--- src/sxe_defines.svh ---
/*
  shared constants for the skip, table-read and extended-operation datapath:
  opcode encodings, flag bit positions, decimal-adjust figures, reset values.
  assumes it is included once per compile unit by bare name.
*/
`ifndef SXE_DEFINES_SVH
`define SXE_DEFINES_SVH

// ----------------------------------------------------------------------------
// flag positions in the status byte
// ----------------------------------------------------------------------------
`define SXE_FLAG_C       3'd0
`define SXE_FLAG_NC      3'd1
`define SXE_FLAG_Z       3'd2
`define SXE_FLAG_SW      3'd3
`define SXE_FLAG_SGC     3'd4

// ----------------------------------------------------------------------------
// figures
// ----------------------------------------------------------------------------
`define SXE_BYTE_ZERO    8'h00
`define SXE_BYTE_ONE     8'h01
`define SXE_NIB_NINE     4'h9
`define SXE_ADJ_LOW      8'h06
`define SXE_ADJ_HIGH     8'h60
`define SXE_STATUS_RST   8'h00
`define SXE_WREG_RST     8'h00
`define SXE_PTR_RST      8'h00
`define SXE_LAST_PAGE    8'hff

// ----------------------------------------------------------------------------
// operation codes presented by decode
// ----------------------------------------------------------------------------
`define SXE_OP_NOP       5'h00
`define SXE_OP_SKZLD     5'h01
`define SXE_OP_SZBIT     5'h02
`define SXE_OP_TRD       5'h03
`define SXE_OP_TRDL      5'h04
`define SXE_OP_ITRD      5'h05
`define SXE_OP_ITRDL     5'h06
`define SXE_OP_XORA      5'h07
`define SXE_OP_XORI      5'h08
`define SXE_OP_XORMEM    5'h09
`define SXE_OP_ADCA      5'h0a
`define SXE_OP_ADCM      5'h0b
`define SXE_OP_ADDA      5'h0c
`define SXE_OP_ADDM      5'h0d
`define SXE_OP_ANDA      5'h0e
`define SXE_OP_ANDM      5'h0f
`define SXE_OP_CLR       5'h10
`define SXE_OP_CLRBIT    5'h11
`define SXE_OP_CPL       5'h12
`define SXE_OP_CPLA      5'h13
`define SXE_OP_DAA       5'h14
`define SXE_OP_DEC       5'h15
`define SXE_OP_DECA      5'h16
`define SXE_OP_INC       5'h17
`define SXE_OP_INCA      5'h18

`endif

--- src/sxe_pkg.sv ---
/*
  types for the skip, table-read and extended-operation datapath.
  assumes sxe_defines.svh is available for constants.
*/
package sxe_pkg;

  typedef logic [4:0] sxe_op_t;

  typedef enum logic [2:0] {
    SXE_IDLE,
    SXE_DATA_WAIT,
    SXE_OPERAND,
    SXE_TABLE_WAIT,
    SXE_TABLE,
    SXE_SKIP
  } sxe_state_t;

endpackage : sxe_pkg

--- src/sxe_alu_if.sv ---
/*
  carrier between the sequencer and the arithmetic leaf: operands in,
  result and flag updates out.
  assumes both ends run on the same clock; the leaf is purely combinational.
*/
`timescale 1ns/1ps
interface sxe_alu_if;
  logic [4:0] op;
  logic [7:0] wreg;
  logic [7:0] opnd;
  logic [7:0] status;
  logic [2:0] bit_sel;
  logic [7:0] result;
  logic [7:0] status_new;

  modport core (output op, output wreg, output opnd, output status, output bit_sel,
                input result, input status_new);
  modport alu  (input op, input wreg, input opnd, input status, input bit_sel,
                output result, output status_new);
endinterface : sxe_alu_if

--- src/sxe_alu.sv ---
/*
  combinational arithmetic and logic for the extended operations.
  assumes op, operands and current status are stable during the execute cycle.
*/
`timescale 1ns/1ps
`include "sxe_defines.svh"
module sxe_alu
  import sxe_pkg::*;
(
  sxe_alu_if.alu a
);

  logic [8:0] sum;
  logic [4:0] low;
  logic [7:0] sum7;
  logic       cin;
  logic [7:0] adj;
  logic [8:0] dsum;
  logic [7:0] r;
  logic [7:0] s;

  always_comb
  begin
    cin  = (a.op == `SXE_OP_ADCA || a.op == `SXE_OP_ADCM) ? a.status[`SXE_FLAG_C] : 1'b0;
    sum  = {1'b0, a.wreg} + {1'b0, a.opnd} + {8'h00, cin};
    low  = {1'b0, a.wreg[3:0]} + {1'b0, a.opnd[3:0]} + {4'h0, cin};
    sum7 = {1'b0, a.wreg[6:0]} + {1'b0, a.opnd[6:0]} + {7'h00, cin};
    adj  = `SXE_BYTE_ZERO;
    if (a.wreg[3:0] > `SXE_NIB_NINE || a.status[`SXE_FLAG_NC])
    begin
      adj = adj | `SXE_ADJ_LOW;
    end
    if (a.wreg[7:4] > `SXE_NIB_NINE || a.status[`SXE_FLAG_C])
    begin
      adj = adj | `SXE_ADJ_HIGH;
    end
    dsum = {1'b0, a.wreg} + {1'b0, adj};
    r    = a.wreg;
    s    = a.status;
    case (a.op)
      `SXE_OP_XORA, `SXE_OP_XORI, `SXE_OP_XORMEM:
      begin
        r = a.wreg ^ a.opnd;
        s[`SXE_FLAG_Z] = (r == `SXE_BYTE_ZERO);
      end
      `SXE_OP_ADCA, `SXE_OP_ADCM, `SXE_OP_ADDA, `SXE_OP_ADDM:
      begin
        r = sum[7:0];
        s[`SXE_FLAG_C]  = sum[8];
        s[`SXE_FLAG_NC]  = low[4];
        s[`SXE_FLAG_Z]   = (r == `SXE_BYTE_ZERO);
        s[`SXE_FLAG_SW]  = sum[8] ^ sum7[7];
        s[`SXE_FLAG_SGC] = sum[8] ^ sum7[7] ^ r[7];
      end
      `SXE_OP_ANDA, `SXE_OP_ANDM:
      begin
        r = a.wreg & a.opnd;
        s[`SXE_FLAG_Z] = (r == `SXE_BYTE_ZERO);
      end
      `SXE_OP_CLR:
      begin
        r = `SXE_BYTE_ZERO;
      end
      `SXE_OP_CLRBIT:
      begin
        r = a.opnd;
        r[a.bit_sel] = 1'b0;
      end
      `SXE_OP_CPL, `SXE_OP_CPLA:
      begin
        r = ~a.opnd;
        s[`SXE_FLAG_Z] = (r == `SXE_BYTE_ZERO);
      end
      `SXE_OP_DAA:
      begin
        r = dsum[7:0];
        s[`SXE_FLAG_C] = dsum[8] | a.status[`SXE_FLAG_C];
      end
      `SXE_OP_DEC, `SXE_OP_DECA:
      begin
        r = a.opnd - `SXE_BYTE_ONE;
        s[`SXE_FLAG_Z] = (r == `SXE_BYTE_ZERO);
      end
      `SXE_OP_INC, `SXE_OP_INCA:
      begin
        r = a.opnd + `SXE_BYTE_ONE;
        s[`SXE_FLAG_Z] = (r == `SXE_BYTE_ZERO);
      end
      `SXE_OP_SKZLD:
      begin
        r = a.opnd;
      end
      default:
      begin
        r = a.wreg;
      end
    endcase
  end

  assign a.result     = r;
  assign a.status_new = s;

endmodule : sxe_alu

--- src/sxe_core.sv ---
/*
  sequencer for skip, table-read, exclusive-or and extended data operations.
  assumes decode presents one op at a time with op_valid and waits for
  op_done; data memory answers a read one cycle after dmem_rd; program
  memory answers one cycle after pmem_rd. all on core_clk.
*/
`timescale 1ns/1ps
`include "sxe_defines.svh"

// Functional notes
// - skip-zero-load copies byte, skips when zero
// - bit test skips when selected bit zero
// - page table read uses both pointer bytes
// - pre-increment low pointer, then page read
// - pre-increment low pointer, then last-page read
// - xor into working register, zero flag
// - xor written back to memory, zero flag
// - add with carry into working register
// - add with carry into memory
// - add without carry, either destination
// - and, either destination, zero flag only
// - byte clear writes zero, no flags
// - bit clear touches one bit only
// - complement memory byte, zero flag
// - complement into working register, memory kept
// - low nibble over nine or nibble carry adds six
// - high nibble over nine or carry adds sixty
// - decimal adjust writes memory, carry only
// - extended forms address any data section
module sxe_core
  import sxe_pkg::*;
(
  input  wire logic        core_clk,
  input  wire logic        rst_n,
  input  wire logic        op_valid,
  input  wire logic [4:0]  op_code,
  input  wire logic        op_ext,
  input  wire logic [7:0]  op_addr,
  input  wire logic [1:0]  op_sect,
  input  wire logic [2:0]  op_bit,
  input  wire logic [7:0]  op_imm,
  input  wire logic [1:0]  cur_sect,
  input  wire logic [7:0]  dmem_rdata,
  input  wire logic [15:0] pmem_rdata,
  output logic             op_done,
  output logic             skip_next,
  output logic             dmem_rd,
  output logic             dmem_wr,
  output logic [9:0]       dmem_addr,
  output logic [7:0]       dmem_wdata,
  output logic             pmem_rd,
  output logic [15:0]      pmem_addr,
  output logic [7:0]       working_register,
  output logic [7:0]       status_flags,
  output logic [7:0]       table_high_latch,
  output logic [7:0]       table_pointer_low,
  output logic [7:0]       table_pointer_high
);

  // --------------------------------------------------------------------------
  // held request and state
  // --------------------------------------------------------------------------
  sxe_state_t state_q;
  sxe_op_t    op_q;
  logic [9:0] addr_q;
  logic [2:0] bit_q;
  logic [7:0] imm_q;
  logic [7:0] wreg_q;
  logic [7:0] stat_q;
  logic [7:0] tbh_q;
  logic [7:0] tpl_q;
  logic [7:0] tph_q;
  logic       done_q;
  logic       skip_q;
  logic       drd_q;
  logic       dwr_q;
  logic [7:0] dwd_q;
  logic       prd_q;
  logic [15:0] padr_q;
  logic       to_mem;
  logic       to_wreg;
  logic       is_table;
  logic       is_pre;
  logic       is_last;
  logic [7:0] tpl_use;

  sxe_alu_if alu_bus ();

  sxe_alu u_alu (
    .a (alu_bus)
  );

  assign alu_bus.op      = op_q;
  assign alu_bus.wreg    = wreg_q;
  assign alu_bus.opnd    = (op_q == `SXE_OP_XORI) ? imm_q : dmem_rdata;
  assign alu_bus.status  = stat_q;
  assign alu_bus.bit_sel = bit_q;

  // --------------------------------------------------------------------------
  // destination decode
  // --------------------------------------------------------------------------
  always_comb
  begin
    to_mem  = 1'b0;
    to_wreg = 1'b0;
    case (op_q)
      `SXE_OP_XORMEM, `SXE_OP_ADCM, `SXE_OP_ADDM, `SXE_OP_ANDM, `SXE_OP_CLR,
      `SXE_OP_CLRBIT, `SXE_OP_CPL, `SXE_OP_DAA, `SXE_OP_DEC, `SXE_OP_INC:
        to_mem = 1'b1;
      `SXE_OP_SKZLD, `SXE_OP_XORA, `SXE_OP_XORI, `SXE_OP_ADCA, `SXE_OP_ADDA,
      `SXE_OP_ANDA, `SXE_OP_CPLA, `SXE_OP_DECA, `SXE_OP_INCA:
        to_wreg = 1'b1;
      default:
        to_mem = 1'b0;
    endcase
  end

  assign is_table = (op_code >= `SXE_OP_TRD) && (op_code <= `SXE_OP_ITRDL);
  assign is_pre   = (op_code == `SXE_OP_ITRD) || (op_code == `SXE_OP_ITRDL);
  assign is_last  = (op_code == `SXE_OP_TRDL) || (op_code == `SXE_OP_ITRDL);
  // the incremented pointer addresses the fetch in the same cycle it is stored
  assign tpl_use  = is_pre ? tpl_q + `SXE_BYTE_ONE : tpl_q;

  // --------------------------------------------------------------------------
  // sequencer
  // --------------------------------------------------------------------------
  always_ff @(posedge core_clk)
  begin
    if (!rst_n)
    begin
      state_q <= SXE_IDLE;
      op_q    <= `SXE_OP_NOP;
      addr_q  <= 10'h000;
      bit_q   <= 3'h0;
      imm_q   <= `SXE_BYTE_ZERO;
      done_q  <= 1'b0;
      skip_q  <= 1'b0;
      drd_q   <= 1'b0;
      prd_q   <= 1'b0;
      padr_q  <= 16'h0000;
    end
    else
    begin
      done_q <= 1'b0;
      skip_q <= 1'b0;
      drd_q  <= 1'b0;
      prd_q  <= 1'b0;
      case (state_q)
        SXE_IDLE:
        begin
          if (op_valid)
          begin
            op_q   <= op_code;
            // extended forms carry their own section; base forms use current
            addr_q <= {op_ext ? op_sect : cur_sect, op_addr};
            bit_q  <= op_bit;
            imm_q  <= op_imm;
            if (is_table)
            begin
              prd_q   <= 1'b1;
              padr_q  <= {is_last ? `SXE_LAST_PAGE : tph_q, tpl_use};
              state_q <= SXE_TABLE_WAIT;
            end
            else if (op_code == `SXE_OP_XORI)
            begin
              // immediate operand is already held, no memory read needed
              state_q <= SXE_OPERAND;
            end
            else
            begin
              drd_q   <= 1'b1;
              state_q <= SXE_DATA_WAIT;
            end
          end
        end
        SXE_DATA_WAIT:
        begin
          // memory answers one cycle after the strobe; computing here
          // would use a stale byte and corrupt the flags for later ops
          state_q <= SXE_OPERAND;
        end
        SXE_TABLE_WAIT:
        begin
          // program word only stands in the cycle after the fetch strobe
          state_q <= SXE_TABLE;
        end
        SXE_OPERAND:
        begin
          if ((op_q == `SXE_OP_SKZLD && dmem_rdata == `SXE_BYTE_ZERO) ||
              (op_q == `SXE_OP_SZBIT && !dmem_rdata[bit_q]))
          begin
            skip_q  <= 1'b1;
            state_q <= SXE_SKIP;
          end
          else
          begin
            done_q  <= 1'b1;
            state_q <= SXE_IDLE;
          end
        end
        SXE_TABLE:
        begin
          done_q  <= 1'b1;
          state_q <= SXE_IDLE;
        end
        SXE_SKIP:
        begin
          // dummy slot while the skipped fetch is discarded
          done_q  <= 1'b1;
          state_q <= SXE_IDLE;
        end
        default:
          state_q <= SXE_IDLE;
      endcase
    end
  end

  // --------------------------------------------------------------------------
  // data memory write port
  // --------------------------------------------------------------------------
  always_ff @(posedge core_clk)
  begin
    if (!rst_n)
    begin
      dwr_q <= 1'b0;
      dwd_q <= `SXE_BYTE_ZERO;
    end
    else
    begin
      dwr_q <= 1'b0;
      if (state_q == SXE_OPERAND && to_mem)
      begin
        dwr_q <= 1'b1;
        dwd_q <= alu_bus.result;
      end
      else if (state_q == SXE_TABLE)
      begin
        dwr_q <= 1'b1;
        dwd_q <= pmem_rdata[7:0];
      end
    end
  end

  // --------------------------------------------------------------------------
  // working register and flags
  // --------------------------------------------------------------------------
  always_ff @(posedge core_clk)
  begin
    if (!rst_n)
    begin
      wreg_q <= `SXE_WREG_RST;
      stat_q <= `SXE_STATUS_RST;
    end
    else if (state_q == SXE_OPERAND)
    begin
      if (to_wreg)
      begin
        wreg_q <= alu_bus.result;
      end
      stat_q <= alu_bus.status_new;
    end
  end

  // --------------------------------------------------------------------------
  // table pointer and latch
  // --------------------------------------------------------------------------
  always_ff @(posedge core_clk)
  begin
    if (!rst_n)
    begin
      tpl_q <= `SXE_PTR_RST;
      tph_q <= `SXE_PTR_RST;
      tbh_q <= `SXE_BYTE_ZERO;
    end
    else
    begin
      if (state_q == SXE_IDLE && op_valid && is_table)
      begin
        tpl_q <= tpl_use;
      end
      if (state_q == SXE_TABLE)
      begin
        tbh_q <= pmem_rdata[15:8];
      end
    end
  end

  // --------------------------------------------------------------------------
  // outputs
  // --------------------------------------------------------------------------
  assign op_done            = done_q;
  assign skip_next          = skip_q;
  assign dmem_rd            = drd_q;
  assign dmem_wr            = dwr_q;
  assign dmem_addr          = addr_q;
  assign dmem_wdata         = dwd_q;
  assign pmem_rd            = prd_q;
  assign pmem_addr          = padr_q;
  assign working_register   = wreg_q;
  assign status_flags       = stat_q;
  assign table_high_latch   = tbh_q;
  assign table_pointer_low  = tpl_q;
  assign table_pointer_high = tph_q;

endmodule : sxe_core

--- config.mk ---
export PLATFORM = sky130hd
export DESIGN_NAME = sxe_core
export DESIGN_NICKNAME = d
export VERILOG_FILES = /design/src/sxe_pkg.sv /design/src/sxe_alu_if.sv /design/src/sxe_alu.sv /design/src/sxe_core.sv
export VERILOG_INCLUDE_DIRS = /design/src
export SDC_FILE = /design/constraint.sdc
export NUM_CORES = 1
export LEC_CHECK = 0
export BUFFER_PORTS_ARGS = -buffer_cell sky130_fd_sc_hd__buf_2
export CAP_MARGIN = 30
export CORE_MARGIN = 5
export CORE_UTILIZATION = 40
export CTS_BUF_LIST = sky130_fd_sc_hd__clkbuf_8 sky130_fd_sc_hd__clkbuf_16
export DETAILED_ROUTE_END_ITERATION = 10
export PLACE_DENSITY_LB_ADDON = 0.08
export SETUP_SLACK_MARGIN = 0.5
export SYNTH_ARGS = -nofsm -noshare
export SYNTH_HDL_FRONTEND = slang
export SYNTH_SLANG_ARGS = --single-unit
export TNS_END_PERCENT = 20
--- constraint.sdc ---
create_clock -name core_clk -period 5.2 [get_ports core_clk]
set_input_delay 0.26 -clock core_clk [delete_from_list [all_inputs] [get_ports core_clk]]
set_output_delay 0.26 -clock core_clk [all_outputs]
set_load 0.02 [all_outputs]
==> flow_summary.toml, run 1 <==
[synth]
yosysWarnings = 0
synth_cell_types = 84
synthArstFlopShare_pct = 0
synth_top_family_by_area = "simple AND/OR/NAND/NOR gates"
synth_area_leaders = "dfxtp_1 28%, nand2_1 7.8%, a21oi_1 6.0%, nor2_1 4.3%, xnor2_1 3.8%"
synth_edf_count = 0
yosys.area_share.simple_pct = 25.2
netlist_instances = 759
ys_ff_latch = 80
synth_top_area_share_pct = 28.1
synth_compound_area_share_pct = 24.7
synthXorXnorAreaFrac_pct = 5.68
synthAdderAreaFrac_pct = 4.76
ys.flop_type = "dfxtp_1"
mappedNetlistArea_mm2 = 0.00571
synth_seq_area_share_pct = 28.1
yosysTopAreaCell = "dfxtp_1"
synthMuxAreaShare_pct = 4.23
avgSynthCellArea_um2 = 7.52

[clock_network]
htreeDepth = 3
ctsResizeCount = 0
clockBufferDepth = 2
hold_buffers = 0
postCtsSetupRepairBufs = 0
cts.clk_slew.worst_paths_ns = 0.06
cts-root-buf = "clkbuf_16"
cts_buffers = 9
clkSinkCount = 80
clkLatencyLatePin_ns = 0.34
cts_tree = "built"

[floorplan]
io_pins = 135
rows = 43
initial_utilization_pct = 41.0
core-area_mm2 = 0.0139
dieWidth_um = 129
dieArea_mm2 = 0.0168
die_h_um = 129

[power_and_ir_drop]
power_frac_seq_pct = 39.3
power.leakage_nw = 2.80
peakVddDrop_uv = 197
p_total_mw = 1.73
clock_power_share_pct = 39.3
powerDensity_mw_per_mm2 = 261
comb_power_share_pct = 21.4
p_int_mw = 1.21
switchingPower_mw = 0.530
switching_share_pct = 30.5

[timing]
tightest_slew_ns = 0.944
maxSlewHeadroom_pct = 36.7
hold_slack_ns = 0.148
fin_crit_sh_pct = 85.0
hold_viol_final = 0
skew_ns = 0.0132
fmax_mhz = 226
tns_ns = 0
post-route-min-period_ns = 4.42
slew_viol_final = 0
setup_viol = 0
rsz0062_at_grt = "no"

[routing]
drtIter0Drc = 573
dr.pass1.iters = 5
ant_nets = 0
viasPerCell = 5.69
via_count = 5827
drc_errors = 0
wire_per_inst_um = 19.2
totalWireLength_mm = 19.6

[cells_and_area]
nNetsFinal = 914
area_delta_synth_final_pct = 16.4
fin_area_mm2 = 0.00665
drive_above_1_share_pct = 20.5
antenna_cells = 0

[placement]
gp_congestion = 0.941
dp_hpwl_mm = 15.0
placed_area_mm2 = 0.00632
portBuffers = 123

[grt]
grt_usage_pct = 23.2
gr-total-overflow = 0
grt_pass1_vias = 5443
grt_pass1_wl_mm = 30.4
grt_max_degree = 63
antenna_found_initial = 0

[min_path]
holdCritPathClass = "primary input to flip-flop"

[worst_setup_path]
path_class = "flip-flop to flip-flop"
path_cells = "and2b_1 -> nand2_4 -> mux2i_1 -> fa_1 -> fa_1 -> nand2b_1 -> a21o_1 -> a21o_1 -> a221oi_1 -> a31oi_1 -> a2111oi_2 -> o32ai_1"
critPathArrivalTime_ns = 4.62
cp-start-kind = "flip-flop"
critical-path-top-delay-family = "compound AO/OA/AOI/OAI gates"
crit_required_ns = 5.40
path_buf_inv = 0
max_stage_delay_ns = 0.63
cp_max_fo = 22
worst_setup_path_end_kind = "flip-flop"
critPathSlowestCell = "dfxtp_1"

[run_status]
status = "finished clean"

[job]
cap_violations = 0
[final timing paths]
| kind | from | endpoint | slack, ns | cells past startpoint |
|---|---|---|---|---|
| max reg2reg | alu_bus.op[3] | dmem_wdata[4] | 0.78 | 12 |
| min | pmem_rdata[9] | table_high_latch[1] | 0.15 | 3 |
| max | alu_bus.op[3] | dmem_wdata[4] | 0.78 | 12 |
| min reg2reg | dmem_addr[3] | dmem_addr[3] | 0.45 | 2 |
[placed cells by master, fill, tap and decap left out, drive strengths merged, types with 8 or more instances in the layout]
cell type	synthesis	routed
nand2	121	121
nor2b	8	8
nor4	9	9
o21ai	37	37
xor2	12	12
nor2	66	66
nand2b	10	10
nor3	17	17
xnor2	25	25
a221oi	12	12
buf	29	131
dfxtp	80	80
conb	1	11
inv	18	21
clkbuf	43	10
ha	16	16
nand3	22	22
a21oi	68	68
mux2i	15	15
a211oi	15	15
[cell type report]
| type | count | area (um^2) |
|---|---|---|
| Fill cell | 1440 | 7290 |
| Multi-Input combinational cell | 599 | 3750 |
| Sequential cell | 80 | 1600 |
| Timing Repair Buffer | 131 | 683 |
| Clock buffer | 10 | 239 |
| Tap cell | 180 | 225 |
| Clock inverter | 6 | 83.8 |
| Inverter | 18 | 67.6 |
[registers in the layout, indices dropped and copies added, names as in the netlist, 3 cells and up]
register and cells:
dmem_addr 10, pmem_addr 9, dmem_wdata 8, imm_q 8, table_high_latch 8, table_pointer_low 8, working_register 8, alu_bus.op 5
status_flags 5, alu_bus.bit_sel 3, state_q 3
[power by group through the flow]
| stage | Combinational, mW | Clock [mW] | Sequential [mW] |
|---|---|---|---|
| floorplan | 0.257 | 0 | 0.686 |
| global placement | 0.363 | 0 | 0.692 |
| detailed placement | 0.367 | 0 | 0.694 |
| CTS | 0.369 | 0.702 | 0.681 |
| global route | 0.407 | 0.730 | 0.686 |
| finish | 0.372 | 0.682 | 0.681 |
[metal layers]
layer	share of wire [%]	global-route usage (%)	up-vias
met1	45	33.1	2703
met2	44	35.3	242
li1	-	-	2856
met3	8.5	4.29	26
met4	1.9	7.76	0
met5	0	0	-
[per-stage QoR]
step	utilization [%]	setup slack, ns	cells
after floorplan	-	1.51	769
after global placement	45.2	1.05	1006
after detailed placement	45.3	0.833	1007
after CTS	47.7	0.815	1023
after global routing	47.7	0.567	1024
final	47.7	0.782	1024
[tightest hold or removal path: cells and delay by family]
family / cells / cell delay, ns
AO/OA/AOI/OAI: 1 / 0.05
buffers and inverters: 1 / 0.09
AND/OR/NAND/NOR: 1 / 0.04
[kinds of logic (layout without fill, tap and decap cells)]
kind of cell | count (synthesis) | after routing
compound gates | 209 | 209
xor+xnor | 37 | 37
fa+ha+maj | 20 | 20
buf+inv | 90 | 165
flops | 80 | 80
mux | 21 | 21
other cells | 1 | 11
simple gates | 301 | 301
[synthesized netlist by cell type (7+ instances only)]
cell type and number:
nand2_1 119, dfxtp_1 80, a21oi_1 68, nor2_1 65
clkbuf_1 43, o21ai_0 32, xnor2_1 25, nand3_1 22
buf_4 18, inv_1 17, ha_1 16, a211oi_1 15
nor3_1 15, mux2i_1 14, xor2_1 12, a221oi_1 10
buf_2 10, nand2b_1 10, nor4_1 9, nor2b_1 8
a31oi_1 7, and2_1 7, nand4_1 7, o21a_1 7
(Power assumes the default switching activity.)
==> inputs of run 2 (changes only) <==
--- a/config.mk
+++ b/config.mk
@@ -6,6 +6,7 @@
 export SDC_FILE = /design/constraint.sdc
 export NUM_CORES = 1
 export LEC_CHECK = 0
+export ABC_AREA = 1
 export BUFFER_PORTS_ARGS = -buffer_cell sky130_fd_sc_hd__buf_2
 export CAP_MARGIN = 30
 export CORE_MARGIN = 5
==> constraint.sdc (replaced) <==
create_clock -name core_clk -period 4.1 [get_ports core_clk]
set_input_delay 0.205 -clock core_clk [delete_from_list [all_inputs] [get_ports core_clk]]
set_output_delay 0.205 -clock core_clk [all_outputs]
set_load 0.02 [all_outputs]
==> flow_summary.toml, run 2 <==
[routing]
totalWireLength_mm = 17.0
ant_nets = 0
drc_errors = 0
drtIter0Drc = 467
via_count = 5687
viasPerCell = 5.11
wire_per_inst_um = 15.3
dr.pass1.iters = 5

[synth]
synth_top_area_share_pct = 30.0
yosysTopAreaCell = "dfxtp_1"
avgSynthCellArea_um2 = 6.50
mappedNetlistArea_mm2 = 0.00534
yosysWarnings = 0
yosysMostFrequentCell = "nand2_1"
netlist_instances = 821
synth_edf_count = 0
synthArstFlopShare_pct = 0
synth_area_leaders = "dfxtp_1 30%, nand2_1 12%, a21oi_1 7.0%, nor2_1 6.9%, inv_1 6.2%"
synth_cell_types = 49
synthTopCellsByCount = "177 x nand2_1, 98 x nor2_1, 88 x inv_1"
ys.flop_type = "dfxtp_1"
synth_seq_area_share_pct = 30.0
ys_ff_latch = 80

[clock_network]
cts.clk_slew.worst_paths_ns = 0.06
cts_buffers = 9
hold_buffers = 0
cts_tree = "built"
cts-root-buf = "clkbuf_16"
htreeDepth = 3
clkLatencyLatePin_ns = 0.34
clockBufferDepth = 2
clkSinkCount = 80

[min_path]
holdCritPathClass = "primary input to flip-flop"
hold_depth = 3

[floorplan]
die_h_um = 126
io_pins = 135
rows = 42
initial_utilization_pct = 40.5
core-area_mm2 = 0.0132
dieWidth_um = 126
dieArea_mm2 = 0.0158

[grt]
grt_max_degree = 48
grt_pass1_wl_mm = 27.3
grt_pass1_vias = 5307
gr-total-overflow = 0
antenna_found_initial = 0
grt_usage_pct = 21.2

[placement]
placedCellCount = 1094
placed_area_mm2 = 0.00601
dp_hpwl_mm = 13.3
portBuffers = 123
gp_congestion = 0.948

[worst_setup_path]
worst_setup_path_end_kind = "flip-flop"
path_class = "flip-flop to flip-flop"
cp-start-kind = "flip-flop"
cp_max_fo = 15
crit_required_ns = 4.37
rr_worst_depth = 17
critPathArrivalTime_ns = 3.52

[cells_and_area]
area_delta_synth_final_pct = 18.3
fin_area_mm2 = 0.00632
final_common_cell = "nand2_1"
drive_above_1_share_pct = 19.4
antenna_cells = 0
final_cell_mix = "177 x nand2_1, 123 x buf_2, 98 x nor2_1, 92 x inv_1, 80 x dfxtp_1"
largest_register_ffs = 10
n_fill_cell = 1424
final_cell_count_no_fill = 1113
nNetsFinal = 1007

[job]
cap_violations = 0

[timing]
post-route-min-period_ns = 3.24
rsz0062_at_grt = "no"
fin_crit_sh_pct = 79.1
tns_ns = 0
hold_viol_final = 0
maxSlewHeadroom_pct = 40.7
skew_ns = 0.00605
slew_viol_final = 0
setup_viol = 0
fmax_mhz = 308
tightest_slew_ns = 0.886

[power_and_ir_drop]
power.leakage_nw = 3.13
powerDensity_mw_per_mm2 = 351
peakVddDrop_uv = 236

[run_status]
status = "finished clean"
run 2: cell count changes after synthesis, sizes merged, moves of 23 or more:
cell and delta:
xnor2 -23, clkbuf -29, nor2 +43, nand3 +41
o21ai +29, inv +75, nand2 +67
run 2: layout make-up:
class | count | area (um^2) | area share [%]
Clock buffer | 9 | 225 | 3.56
Clock inverter | 7 | 57.6 | 0.911
Inverter | 95 | 357 | 5.64
Multi-Input combinational cell | 616 | 3170 | 50.2
Sequential cell | 80 | 1600 | 25.3
Tap cell | 176 | 220 | 3.49
Timing Repair Buffer | 130 | 688 | 10.9
run 2: worst paths after layout:
kind | to | start | slack, ns
worst min register to register | pmem_addr[4] | pmem_addr[4] | 0.46
worst max register to register | status_flags[2] | alu_bus.op[4] | 0.86
worst min-delay path | table_high_latch[7] | pmem_rdata[15] | 0.08
worst max-delay path | status_flags[2] | alu_bus.op[4] | 0.86
run 2: critical path, stage by stage, from the launching register on:
cell and delay [ns]:
dfxtp_1 0.44, inv_2 0.25, nand3_4 0.22, nand2_1 0.11, nand2_1 0.17, fa_1 0.49
fa_1 0.43, nor2_1 0.13, o22ai_1 0.12, o21ai_1 0.16, nand2_1 0.08, nand2_1 0.07
nand2_1 0.08, nand2_1 0.07, nand2_1 0.05, a21oi_1 0.14, nor2_1 0.06, a21oi_1 0.12
run 2: metrics by stage:
stage | util [%] | hold WS [ns] | power, mW | worst slack [ns]
5_1_grt | 47.9 | 0.0805 | 2.35 | 0.597
3_5_place_dp | 45.6 | 0.434 | 1.45 | 0.831
6_report | 47.9 | 0.0832 | 2.22 | 0.856
3_3_place_gp | 45.4 | 0.430 | 1.46 | 0.902
4_1_cts | 47.7 | 0.0690 | 2.23 | 0.796
2_1_floorplan | - | 0.340 | 1.29 | 1.39
run 2: power by group:
| group | internal, mW | switching, mW |
|---|---|---|
| sequential | 0.821 | 0.0396 |
| clock | 0.461 | 0.307 |
| combinational | 0.183 | 0.408 |
| total | 1.46 | 0.755 |
run 2: routing by layer:
metal	share of wire [%]	up-vias	global-route usage [%]
met2	45	184	33.2
met1	46	2570	28.7
met4	2.4	0	7.59
met5	0	-	0
li1	-	2906	-
met3	6.4	27	4.69
run 2: cell families (layout without fill, tap and decap cells):
logic type / after synthesis / in the layout / synth area share (%)
flops: 80 / 80 / 30.0
compound gates: 173 / 173 / 18.1
simple gates: 398 / 398 / 33.0
xor+xnor: 12 / 12 / 1.97
buf+inv: 135 / 241 / 11.4
other cells: 1 / 11 / 0.0702
mux: 3 / 3 / 0.562
fa+ha+maj: 19 / 19 / 4.87
run 2: what timing repair did:
item,4_1_cts,5_1_grt
setup endpoints to repair,0,2
resized for setup,0,0
buffers inserted,0,3
